[src/hdl/hpagc_pkg.sv]
// Package: headphone amp gain control map, fields and reset values
package hpagc_pkg;
  // ==========================================================
  // Register offsets
  localparam logic [7:0] OFS_LEFT_CTRL = 8'hD0;
  localparam logic [7:0] OFS_LEFT_GAIN = 8'hD1;
  localparam logic [7:0] OFS_RIGHT_CTRL = 8'hD2;
  localparam logic [7:0] OFS_RIGHT_GAIN = 8'hD3;
  localparam logic [7:0] OFS_OUT_CFG = 8'hD5;
  localparam logic [7:0] OFS_RAIL_KEY = 8'hD7;
  // ==========================================================
  // Control, output config and gain register fields
  localparam int BIT_POWER = 7;
  localparam int BIT_SILENCE = 6;
  localparam int BIT_SLEW = 5;
  localparam int BIT_ZERO_CROSS = 4;
  localparam int BIT_DRIVE = 3;
  localparam int BIT_FORCE_LOW = 2;
  localparam int BIT_SINGLE_RAIL = 4;
  localparam int BIT_BALANCED = 0;
  localparam int GAIN_MSB = 5;
  // ==========================================================
  // Reset values and codes
  localparam logic RST_POWER = 1'b0;
  localparam logic RST_SILENCE = 1'b1;
  localparam logic RST_SLEW = 1'b0;
  localparam logic RST_ZERO_CROSS = 1'b0;
  localparam logic RST_DRIVE = 1'b0;
  localparam logic RST_FORCE_LOW = 1'b0;
  localparam logic RST_BALANCED = 1'b0;
  localparam logic RST_SINGLE_RAIL = 1'b0;
  localparam logic [5:0] RST_GAIN = 6'h3B;
  localparam logic [5:0] GAIN_LOWEST = 6'h15;
  localparam logic [7:0] RAIL_KEY = 8'hC3;
  localparam logic [7:0] RST_RAIL_KEY = 8'hC3;
  localparam logic [7:0] RD_UNMAPPED = 8'h00;
  // ==========================================================
  // Gain update states, one-hot
  typedef enum logic [2:0] {
    ST_HOLD = 3'b001,
    ST_WAIT_ZERO = 3'b010,
    ST_SLEW = 3'b100
  } hpagc_state_type;
endpackage

[src/hdl/hpagc_gain_track.sv]
// Per-channel applied gain tracking: instant, zero-cross or slew
`timescale 1ns/10ps
module hpagc_gain_track import hpagc_pkg::*; (
  input wire logic sys_clk_i,
  input wire logic rst_b_i,
  input wire logic slew_en_i,
  input wire logic zero_cross_en_i,
  input wire logic [5:0] target_gain_i,
  input wire logic sample_tick_i,
  input wire logic zero_cross_i,
  output logic [5:0] applied_gain_o
);
  // ==========================================================
  // Step helper
  function automatic logic [5:0] hpagc_step(input logic [5:0] cur,
                                            input logic [5:0] tgt);
    hpagc_step = (cur < tgt) ? cur + 6'h1 : cur - 6'h1;
  endfunction

  hpagc_state_type state;
  hpagc_state_type next_state;
  logic [5:0] applied;
  logic differs;

  assign differs = (applied != target_gain_i);
  assign applied_gain_o = applied;

  // ==========================================================
  // Next state; slew always outranks zero-cross
  always_comb begin
    next_state = state;
    case (state)
      ST_HOLD: begin
        if (differs && slew_en_i) begin
          next_state = ST_SLEW;
        end else if (differs && zero_cross_en_i) begin
          next_state = ST_WAIT_ZERO;
        end
      end
      ST_WAIT_ZERO: begin
        if (slew_en_i) begin
          next_state = ST_SLEW;
        end else if (!differs || !zero_cross_en_i || zero_cross_i) begin
          next_state = ST_HOLD;
        end
      end
      ST_SLEW: begin
        if (!slew_en_i || !differs) begin
          next_state = ST_HOLD;
        end
      end
      default: next_state = ST_HOLD;
    endcase
  end

  always_ff @(posedge sys_clk_i or negedge rst_b_i) begin
    if (!rst_b_i) begin
      state <= ST_HOLD;
    end else begin
      state <= next_state;
    end
  end

  // ==========================================================
  // Applied gain; one code per sample while slewing
  always_ff @(posedge sys_clk_i or negedge rst_b_i) begin
    if (!rst_b_i) begin
      applied <= RST_GAIN;
    end else if (state == ST_HOLD && differs && !slew_en_i && !zero_cross_en_i) begin
      applied <= target_gain_i;
    end else if (state == ST_WAIT_ZERO && !slew_en_i && differs &&
                 (zero_cross_i || !zero_cross_en_i)) begin
      applied <= target_gain_i;
    end else if (state == ST_SLEW && slew_en_i && differs && sample_tick_i) begin
      applied <= hpagc_step(applied, target_gain_i);
    end
  end
endmodule // hpagc_gain_track

[src/hdl/hpagc_top.sv]
// Headphone amplifier gain control: registers, unlock and channels
//
// Functional notes
// - Control bit 7 powers each amplifier, reset off.
// - Control bit 6 mutes each amplifier, reset muted.
// - Control bit 5 makes gain changes step from old to new gain.
// - Control bit 4 applies a new gain only at a data zero crossing.
// - With bits 5 and 4 both set, stepping wins and zero-cross is ignored.
// - With bits 5 and 4 clear, a gain write applies at once.
// - Control bit 3 drives the output when set, else high impedance.
// - Control bit 2 forces the gain to its lowest code.
// - Gain is a six-bit code in 1.5 dB steps, 0x15 lowest valid, 0x3B 0 dB.
// - Single-rail bit 4 is writable only after the key 0xC3 is written.
`timescale 1ns/10ps
module hpagc_top import hpagc_pkg::*; (
  input wire logic sys_clk_i,
  input wire logic rst_b_i,
  input wire logic reg_wr_i,
  input wire logic reg_rd_i,
  input wire logic [7:0] reg_addr_i,
  input wire logic [7:0] reg_wdata_i,
  input wire logic sample_tick_i,
  input wire logic left_zero_cross_i,
  input wire logic right_zero_cross_i,
  output logic [7:0] reg_rdata_o,
  output logic left_amp_power_o,
  output logic left_amp_silence_o,
  output logic left_output_drive_o,
  output logic [5:0] left_gain_o,
  output logic right_amp_power_o,
  output logic right_amp_silence_o,
  output logic right_output_drive_o,
  output logic [5:0] right_gain_o,
  output logic balanced_output_select_o,
  output logic single_rail_select_o
);
  // ==========================================================
  // Helpers
  function automatic logic [7:0] hpagc_ctrl_byte(
    input logic pwr, input logic sil, input logic slw,
    input logic zc, input logic drv, input logic low);
    hpagc_ctrl_byte = {pwr, sil, slw, zc, drv, low, 2'b00};
  endfunction

  function automatic logic [5:0] hpagc_eff_gain(input logic low,
                                                input logic [5:0] g);
    hpagc_eff_gain = low ? GAIN_LOWEST : g;
  endfunction

  // ==========================================================
  // Reset release through two flops
  logic rst_meta_n;
  logic rst_n;

  always_ff @(posedge sys_clk_i or negedge rst_b_i) begin
    if (!rst_b_i) begin
      rst_meta_n <= 1'b0;
      rst_n <= 1'b0;
    end else begin
      rst_meta_n <= 1'b1;
      rst_n <= rst_meta_n;
    end
  end

  // ==========================================================
  // Register state
  logic left_amp_power;
  logic left_amp_silence;
  logic left_gain_slew;
  logic left_gain_zero_cross;
  logic left_output_drive;
  logic left_force_lowest_gain;
  logic [5:0] left_gain_code;
  logic right_amp_power;
  logic right_amp_silence;
  logic right_gain_slew;
  logic right_gain_zero_cross;
  logic right_output_drive;
  logic right_force_lowest_gain;
  logic [5:0] right_gain_code;
  logic balanced_output_select;
  logic single_rail_select;
  logic [7:0] rail_setting_key;
  logic rail_unlocked;
  logic [5:0] left_applied;
  logic [5:0] right_applied;

  logic wr_lc;
  logic wr_lg;
  logic wr_rc;
  logic wr_rg;
  logic wr_cfg;
  logic wr_key;

  assign wr_lc = reg_wr_i && (reg_addr_i == OFS_LEFT_CTRL);
  assign wr_lg = reg_wr_i && (reg_addr_i == OFS_LEFT_GAIN);
  assign wr_rc = reg_wr_i && (reg_addr_i == OFS_RIGHT_CTRL);
  assign wr_rg = reg_wr_i && (reg_addr_i == OFS_RIGHT_GAIN);
  assign wr_cfg = reg_wr_i && (reg_addr_i == OFS_OUT_CFG);
  assign wr_key = reg_wr_i && (reg_addr_i == OFS_RAIL_KEY);

  // ==========================================================
  // Left control and gain
  always_ff @(posedge sys_clk_i or negedge rst_n) begin
    if (!rst_n) begin
      left_amp_power <= RST_POWER;
      left_amp_silence <= RST_SILENCE;
      left_gain_slew <= RST_SLEW;
      left_gain_zero_cross <= RST_ZERO_CROSS;
      left_output_drive <= RST_DRIVE;
      left_force_lowest_gain <= RST_FORCE_LOW;
    end else if (wr_lc) begin
      left_amp_power <= reg_wdata_i[BIT_POWER];
      left_amp_silence <= reg_wdata_i[BIT_SILENCE];
      left_gain_slew <= reg_wdata_i[BIT_SLEW];
      left_gain_zero_cross <= reg_wdata_i[BIT_ZERO_CROSS];
      left_output_drive <= reg_wdata_i[BIT_DRIVE];
      left_force_lowest_gain <= reg_wdata_i[BIT_FORCE_LOW];
    end
  end

  // Gain code stored as written; reserved codes are not trapped
  always_ff @(posedge sys_clk_i or negedge rst_n) begin
    if (!rst_n) begin
      left_gain_code <= RST_GAIN;
    end else if (wr_lg) begin
      left_gain_code <= reg_wdata_i[GAIN_MSB:0];
    end
  end

  // ==========================================================
  // Right control and gain, a mirror of the left
  always_ff @(posedge sys_clk_i or negedge rst_n) begin
    if (!rst_n) begin
      right_amp_power <= RST_POWER;
      right_amp_silence <= RST_SILENCE;
      right_gain_slew <= RST_SLEW;
      right_gain_zero_cross <= RST_ZERO_CROSS;
      right_output_drive <= RST_DRIVE;
      right_force_lowest_gain <= RST_FORCE_LOW;
    end else if (wr_rc) begin
      right_amp_power <= reg_wdata_i[BIT_POWER];
      right_amp_silence <= reg_wdata_i[BIT_SILENCE];
      right_gain_slew <= reg_wdata_i[BIT_SLEW];
      right_gain_zero_cross <= reg_wdata_i[BIT_ZERO_CROSS];
      right_output_drive <= reg_wdata_i[BIT_DRIVE];
      right_force_lowest_gain <= reg_wdata_i[BIT_FORCE_LOW];
    end
  end

  always_ff @(posedge sys_clk_i or negedge rst_n) begin
    if (!rst_n) begin
      right_gain_code <= RST_GAIN;
    end else if (wr_rg) begin
      right_gain_code <= reg_wdata_i[GAIN_MSB:0];
    end
  end

  // ==========================================================
  // Output config; single-rail guarded by the key
  // Balanced bit is stored as written; software must keep it set
  always_ff @(posedge sys_clk_i or negedge rst_n) begin
    if (!rst_n) begin
      balanced_output_select <= RST_BALANCED;
      single_rail_select <= RST_SINGLE_RAIL;
    end else if (wr_cfg) begin
      balanced_output_select <= reg_wdata_i[BIT_BALANCED];
      if (rail_unlocked) begin
        single_rail_select <= reg_wdata_i[BIT_SINGLE_RAIL];
      end
    end
  end

  // Key opens one config write; any config write closes it again
  always_ff @(posedge sys_clk_i or negedge rst_n) begin
    if (!rst_n) begin
      rail_setting_key <= RST_RAIL_KEY;
      rail_unlocked <= 1'b0;
    end else if (wr_key) begin
      rail_setting_key <= reg_wdata_i;
      rail_unlocked <= (reg_wdata_i == RAIL_KEY);
    end else if (wr_cfg) begin
      rail_unlocked <= 1'b0;
    end
  end

  // ==========================================================
  // Read port, answered one clock after the strobe
  always_ff @(posedge sys_clk_i or negedge rst_n) begin
    if (!rst_n) begin
      reg_rdata_o <= RD_UNMAPPED;
    end else if (reg_rd_i) begin
      case (reg_addr_i)
        OFS_LEFT_CTRL: reg_rdata_o <= hpagc_ctrl_byte(left_amp_power,
          left_amp_silence, left_gain_slew, left_gain_zero_cross,
          left_output_drive, left_force_lowest_gain);
        OFS_LEFT_GAIN: reg_rdata_o <= {2'b00, left_gain_code};
        OFS_RIGHT_CTRL: reg_rdata_o <= hpagc_ctrl_byte(right_amp_power,
          right_amp_silence, right_gain_slew, right_gain_zero_cross,
          right_output_drive, right_force_lowest_gain);
        OFS_RIGHT_GAIN: reg_rdata_o <= {2'b00, right_gain_code};
        OFS_OUT_CFG: reg_rdata_o <= {3'b000, single_rail_select, 3'b000,
                                     balanced_output_select};
        OFS_RAIL_KEY: reg_rdata_o <= rail_setting_key;
        default: reg_rdata_o <= RD_UNMAPPED;
      endcase
    end
  end

  // ==========================================================
  // Channel gain trackers
  hpagc_gain_track u_left (
    .sys_clk_i(sys_clk_i),
    .rst_b_i(rst_n),
    .slew_en_i(left_gain_slew),
    .zero_cross_en_i(left_gain_zero_cross),
    .target_gain_i(left_gain_code),
    .sample_tick_i(sample_tick_i),
    .zero_cross_i(left_zero_cross_i),
    .applied_gain_o(left_applied)
  );

  hpagc_gain_track u_right (
    .sys_clk_i(sys_clk_i),
    .rst_b_i(rst_n),
    .slew_en_i(right_gain_slew),
    .zero_cross_en_i(right_gain_zero_cross),
    .target_gain_i(right_gain_code),
    .sample_tick_i(sample_tick_i),
    .zero_cross_i(right_zero_cross_i),
    .applied_gain_o(right_applied)
  );

  // ==========================================================
  // Gain outputs; override applied after tracking so it is instant
  always_ff @(posedge sys_clk_i or negedge rst_n) begin
    if (!rst_n) begin
      left_gain_o <= RST_GAIN;
      right_gain_o <= RST_GAIN;
    end else begin
      left_gain_o <= hpagc_eff_gain(left_force_lowest_gain, left_applied);
      right_gain_o <= hpagc_eff_gain(right_force_lowest_gain, right_applied);
    end
  end

  // Level outputs straight from control flops
  assign left_amp_power_o = left_amp_power;
  assign left_amp_silence_o = left_amp_silence;
  assign left_output_drive_o = left_output_drive;
  assign right_amp_power_o = right_amp_power;
  assign right_amp_silence_o = right_amp_silence;
  assign right_output_drive_o = right_output_drive;
  assign balanced_output_select_o = balanced_output_select;
  assign single_rail_select_o = single_rail_select;
endmodule // hpagc_top

[config.mk]
export PLATFORM = sky130hd
export DESIGN_NAME = hpagc_top
export DESIGN_NICKNAME = d
export VERILOG_FILES = /design/src/hdl/hpagc_pkg.sv /design/src/hdl/hpagc_gain_track.sv /design/src/hdl/hpagc_top.sv
export SDC_FILE = /design/constraint.sdc
export NUM_CORES = 1
export LEC_CHECK = 0
export BUFFER_PORTS_ARGS = -buffer_cell sky130_fd_sc_hd__buf_2
export CAP_MARGIN = 20
export CORE_UTILIZATION = 37
export CTS_CLUSTER_DIAMETER = 40
export DETAILED_ROUTE_END_ITERATION = 7
export PLACE_DENSITY = 0.64
export SLEW_MARGIN = 20
export SYNTH_ARGS = -nofsm -noshare
export SYNTH_HDL_FRONTEND = slang
export SYNTH_SLANG_ARGS = --single-unit
[constraint.sdc]
create_clock -name sys_clk_i -period 6.2 [get_ports sys_clk_i]
set_input_delay 1.86 -clock sys_clk_i [delete_from_list [all_inputs] [get_ports sys_clk_i]]
set_output_delay 1.86 -clock sys_clk_i [all_outputs]
set_load 0.03 [all_outputs]
## Word-level counts from Yosys, hierarchy flattened

Index checks and enable logic that the tools add are counted.

| word-level totals | value |
|---|---|
| RAM bits | 0 |
| ROM bits | 0 |
| word-level logic and storage cells | 127 |
| output and inout port bits | 28 |
| register bits after elaboration | 75 |
| bits of input ports | 23 |
| memories | 0 |
| bits in latches | 0 |

| operators by class | value |
|---|---|
| shift operators | 0 |
| equality and inequality tests | 21 |
| reduce and logical (&&, ||, !) cells | 48 |
| magnitude comparators | 2 |
| div/mod/pow operators | 0 |
| mux-type cells | 25 |
| $add $sub $neg | 4 |
| bitwise gates (word level) | 0 |
| multipliers | 0 |

Operators with widths:

| cell | count |
|---|---|
| 2-to-1 mux 6 bit | 10 |
| == test 8 bit, second input constant | 7 |
| one-hot mux 8 bit (6 select lines) | 1 |
| 2-to-1 mux 3 bit | 10 |
| logical AND 1 bit | 28 |
| one-hot mux 3 bit (3 select lines) | 2 |
| adder 6 x 1 -> 6 bit, second input constant | 2 |
| < comparator 6 bit | 2 |
| != test 6 bit | 2 |
| subtractor 6 x 1 -> 6 bit, second input constant | 2 |
| logical OR 1 bit | 8 |
| == test 3 x 1 -> 1 bit, second input constant | 2 |
| == test 3 x 2 -> 1 bit, second input constant | 2 |
| == test 3 bit, second input constant | 2 |
| logical NOT 1 bit | 6 |
| != test 3 x 1 -> 1 bit, second input constant | 2 |
| != test 3 x 2 -> 1 bit, second input constant | 2 |
| AND reduction 3 bit | 2 |
| nonzero test 3 bit | 2 |
| != test 2 x 1 -> 1 bit, second input constant | 2 |
| 2-to-1 mux 1 bit | 2 |
| AND reduction 2 bit | 1 |
| nonzero test 2 bit | 1 |

## Longest topological paths before layout

| depth | value |
|---|---|
| word-level depth | 7 |
| mapped depth | 13 |

## By module

Synthesis repeated with hierarchy kept, for this count alone.

| unflattened totals | value |
|---|---|
| cells, all modules | 367 |
| area total of the unflattened synthesis | 4131.5 µm² |

Modules (own cells, without submodules):

| module | cells an instance | sequential area each (µm²) | times used | area an instance (µm²) |
|---|---|---|---|---|
| hpagc_top | 191 | 1458.9 | 1 | 2512.4 |
| hpagc_gain_track | 88 | 232.7 | 2 | 809.5 |

## Worst setup path before layout

No wires, ideal clock.

| path | value |
|---|---|
| path kind | input port to flip-flop |
| from | input port reg_addr_i[5] |
| to | register rail_setting_key[2] |
| stages on the path | 4 |
| path slack | 2.912 ns |
| buffers on the path | 0 |
| library setup time | 0.125 ns |
| arrival time | 3.163 ns |
| cell sequence | nand2b_4 -> or3_4 -> nor3_2 -> mux2_2 |

| between the ends | value |
|---|---|
| cells in the longest elaborated chain, start to end | 2 |

RTL lines:

| element | line | source |
|---|---|---|
| from (decl) | hpagc_top.sv:20 | `input wire logic [7:0] reg_addr_i,` |
| == test 8 bit | hpagc_top.sv:100 | `assign wr_key = reg_wr_i && (reg_addr_i == OFS_RAIL_KEY);` |
| logical AND 1 bit | hpagc_top.sv:100 |  |
| to (signal assigned) | hpagc_top.sv:180 | `rail_setting_key <= reg_wdata_i;` |
| to (decl) | hpagc_top.sv:83 | `logic [7:0] rail_setting_key;` |

Every way passes these cells.
A chain may end at the register's enable or synchronous reset.

## Worst setup path after layout

| path | value |
|---|---|
| from | register left_gain_code[1] |
| to | register u_left.applied[5], in the netlist u_left.applied_gain_o[5] |

| between the ends | value |
|---|---|
| cells in the longest elaborated chain, start to end | 5 |
| elaborated cells on any way between the ends | 14 |

RTL lines:

| element | line | source |
|---|---|---|
| from (decl) | hpagc_top.sv:73 | `logic [5:0] left_gain_code;` |
| from (signal assigned) | hpagc_top.sv:127 | `left_gain_code <= reg_wdata_i[GAIN_MSB:0];` |
| < comparator 6 bit / != test 6 bit (equally long branches) | hpagc_gain_track.sv:17, hpagc_gain_track.sv:25 |  |
| 2-to-1 mux 6 bit, or another cell as far along | hpagc_gain_track.sv:17 | `hpagc_step = (cur < tgt) ? cur + 6'h1 : cur - 6'h1;` |
| 2-to-1 mux 6 bit, or another cell as far along | hpagc_gain_track.sv:74 | `end else if (state == ST_SLEW && slew_en_i && differs && sample_tick_i) begin` |
| 2-to-1 mux 6 bit / logical AND 1 bit (equally long branches) | hpagc_gain_track.sv:71, hpagc_gain_track.sv:69 |  |
| 2-to-1 mux 6 bit / nonzero test 3 bit (equally long branches) | - |  |
| to (signal assigned) | hpagc_gain_track.sv:70 | `applied <= target_gain_i;` |
| to (signal assigned) | hpagc_gain_track.sv:73 | `applied <= target_gain_i;` |
| to (signal assigned) | hpagc_gain_track.sv:75 | `applied <= hpagc_step(applied, target_gain_i);` |
| to (decl) | hpagc_gain_track.sv:22 | `logic [5:0] applied;` |

Parallel ways exist; a longest one is shown, timed or not. The select of a mux whose other input is x is not followed.

==> flow_metrics.env <==
export IMPL_layout_common_cells="buf_2 (50), dfstp_2 (38), dfrtp_1 (36)"
export IMPL_via_count=2863
export IMPL_holdBufCountCts=0
export IMPL_avgSynthCellArea_um2=11.1
export IMPL_clock_sinks=75
export IMPL_gr_total_overflow=0
export IMPL_power_density_nw_per_um2=398
export IMPL_min_period_ns=3.42
export IMPL_hold_start="rst_meta_n"
export IMPL_cp_end_kind="flip-flop"
export IMPL_start_util_pct=38.4
export IMPL_grt_max_degree=74
export IMPL_setup_viol=0
export IMPL_syn_to_final_growth_pct=15.9
export IMPL_h_tree_depth=3
export IMPL_min_to="rst_n"
export IMPL_clock_path_buffers=2
export IMPL_hpwl_um=6430
export IMPL_ys_seq_area_share_pct=48.2
export IMPL_die_area_um2=11200
export IMPL_hold_viol_final=0
export IMPL_peakVddDrop_uv=131
export IMPL_ys_types=56
export IMPL_crit_path_max_fanout=6
export IMPL_track_usage_pct=17.0
export IMPL_yosysWarnings=0
export IMPL_antenna_found_initial=0
export IMPL_die_h_um=106
export IMPL_cp_required_ns=6.47
export IMPL_gp_congestion=0.805
export IMPL_synth_fa_ha_area_share_pct=7.26
export IMPL_clkLatencyLatePin_ns=0.36
export IMPL_worstReg2RegStart="left_gain_code[1]"
export IMPL_grt_pass1_vias=2935
export IMPL_finClkSkew_ns=0.0120
export IMPL_drt_iter0_markers=102
export IMPL_synth_area_um2=4000
export IMPL_cts_tree="done"
export IMPL_fmaxAchievable_mhz=292
export IMPL_reg2reg_to="u_left.applied_gain_o[5]"
export IMPL_drive_above_1_share_pct=37.2
export IMPL_status="completed"
export IMPL_leakagePower_uw=0.00212
export IMPL_post_place_cells=539
export IMPL_clk_pin_slew_worst_paths_ns=0.09
export IMPL_instances_no_fill=555
export IMPL_cts_buffers=9
export IMPL_wl_per_cell_um=15.4
export IMPL_synth_edff_count=0
export IMPL_drt_total_wl_um=8570
export IMPL_multi_input_area_um2=1950
export IMPL_final_common_cell="buf_2"
export IMPL_portBuffers=50
export IMPL_cap_viol_max_count=0
export IMPL_r2r_slack_ns=2.78
export IMPL_min_path_type="reg2reg"
export IMPL_synth_flop_cell="dfstp_2"
export IMPL_maxSlewHeadroom_pct=39.3
export IMPL_async_reset_ff_share_pct=100
export IMPL_finalCritPeriodShare_pct=55.2
export IMPL_arrival_ns=3.70
export IMPL_viasPerCell=5.16
export IMPL_syn_inst=361
export IMPL_rr_worst_depth=12
export IMPL_ys_seq_elements=75
export IMPL_io_pins=51
export IMPL_cts_resized_gates=0
export IMPL_synth_xor_area_share_pct=2.19
export IMPL_whs_path_depth=0
export IMPL_grt_pass1_wl_um=14800
export IMPL_critPathLaunchType="flip-flop"
export IMPL_ff_latch_area_um2=1930
export IMPL_synth_compound_area_share_pct=13.4
export IMPL_fin_nets=459
export IMPL_fp_dieW_um=106
export IMPL_tightestPinTransition_ns=0.911
export IMPL_rows=37
export IMPL_muxShareOfSynthArea_pct=10.3
export IMPL_synth_top_family_by_area="simple AND/OR/NAND/NOR gates"
export IMPL_maxSlewViolCount=0
export IMPL_core_area_um2=10400
export IMPL_synthSimpleGateAreaFrac_pct=15.2
export IMPL_tns_ns=0
export IMPL_antenna_diode_count=0
export IMPL_drtAntennaViolNets=0
export IMPL_grt_setup_unrepaired="false"
export IMPL_dr_pass1_iters=7
export IMPL_synth_nets=406
export IMPL_cts_root_buf="clkbuf_8"
export IMPL_drc=0
export IMPL_critPathKind="reg2reg"
export IMPL_postCtsSetupRepairBufs=0
export IMPL_fill_cells=989
flip-flops by register name, indices dropped and copies added (netlist names), 3 cells and up:
register                cells
left_gain_code              6
left_gain_o                 6
rail_setting_key            8
reg_rdata_o                 8
right_gain_code             6
right_gain_o                6
u_left.applied_gain_o       6
u_left.state                3
u_right.applied_gain_o      6
u_right.state               3
critical path: stages (launching register included):
cell      delay [ns]
dfstp_2         0.57
inv_1           0.06
ha_1            0.29
and3b_1         0.17
a211oi_1        0.05
o21ai_0         0.63
ha_1            0.38
a211oi_1        0.27
o21bai_1        0.11
a21oi_1         0.18
xor2_1          0.11
a21o_1          0.21
a221o_1         0.29
layout make-up:
type | count | area share, %
Clock buffer | 10 | 2.97
Clock inverter | 6 | 2.05
Inverter | 26 | 2.11
Multi-Input combinational cell | 251 | 42.1
Sequential cell | 75 | 41.6
Tap cell | 136 | 3.67
Timing Repair Buffer | 51 | 5.56
report_power, final:
part	leakage, µW	internal [µW]	switching, µW
Combinational	0.00112	323	412
Sequential	0.000882	603	65.2
Clock	0.000117	242	198
kinds of logic (layout without fill, tap and decap cells):
kind of cell / count (synthesis) / after routing
simple gates: 105 / 105
xor+xnor: 10 / 10
buf+inv: 35 / 93
mux: 32 / 32
compound gates: 81 / 81
other cells: 1 / 1
flops: 75 / 75
fa+ha+maj: 22 / 22
how the worst max path moves through the flow:
stage               depth (start not counted)                      from                  endpoint  slack, ns
floorplan                                   4             reg_addr_i[5]       rail_setting_key[2]       2.91
global placement                            5             reg_addr_i[5]        right_gain_code[0]       2.48
detailed placement                          6             reg_addr_i[5]         left_gain_code[1]       2.39
CTS                                        12         left_gain_code[1]  u_left.applied_gain_o[5]       2.75
global route                               12  u_left.applied_gain_o[0]  u_left.applied_gain_o[5]       2.44
finish                                     12         left_gain_code[1]  u_left.applied_gain_o[5]       2.78
Yosys cell counts (all sizes together), types with 2 or more instances:
master | n | area [µm²]
a21o | 7 | 52.6
nor2b | 9 | 56.3
or2 | 6 | 37.5
xor2 | 5 | 43.8
inv | 26 | 97.6
and2 | 2 | 12.5
fa | 2 | 40.0
nand2b | 9 | 63.8
a221o | 6 | 63.8
a22oi | 6 | 45.0
a31oi | 7 | 43.8
or3 | 2 | 18.8
nor2 | 17 | 66.3
dfrtp | 37 | 926
and2b | 2 | 15.0
mux2 | 24 | 270
ha | 20 | 250
clkbuf | 6 | 22.5
nor3 | 12 | 65.1
nor4 | 2 | 27.5
dfstp | 38 | 998
nand3b | 2 | 15.0
nand4 | 3 | 18.8
a21oi | 13 | 65.1
o21bai | 2 | 15.0
nor4b | 2 | 38.8
xnor2 | 5 | 43.8
a211oi | 5 | 37.5
nand2 | 26 | 97.6
buf | 3 | 13.8
mux4 | 5 | 113
o21ai | 22 | 110
mux2i | 3 | 30.0
nand3 | 6 | 30.0
o22ai | 7 | 50.1
routing by layer:
layer	track usage (%)	vias to the layer above	share of wire, %
met5	0	-	0
met2	27.6	55	49
li1	-	1411	-
met1	22.3	1388	46
met4	5.16	0	0.90
met3	4.41	9	4.5
metrics by stage:
step	hold slack (ns)	total power (µW)	setup WS [ns]	utilization (%)	cell area (µm²)
CTS	0.370	1860	2.75	44.4	4620
floorplan	0.331	1250	2.91	-	4000
global route	0.376	1980	2.44	44.5	4630
detailed placement	0.350	1410	2.39	42.1	4390
global placement	0.336	1390	2.48	42.1	4390
finish	0.363	1840	2.78	44.5	4630
Power figures use the tool's default switching activity.
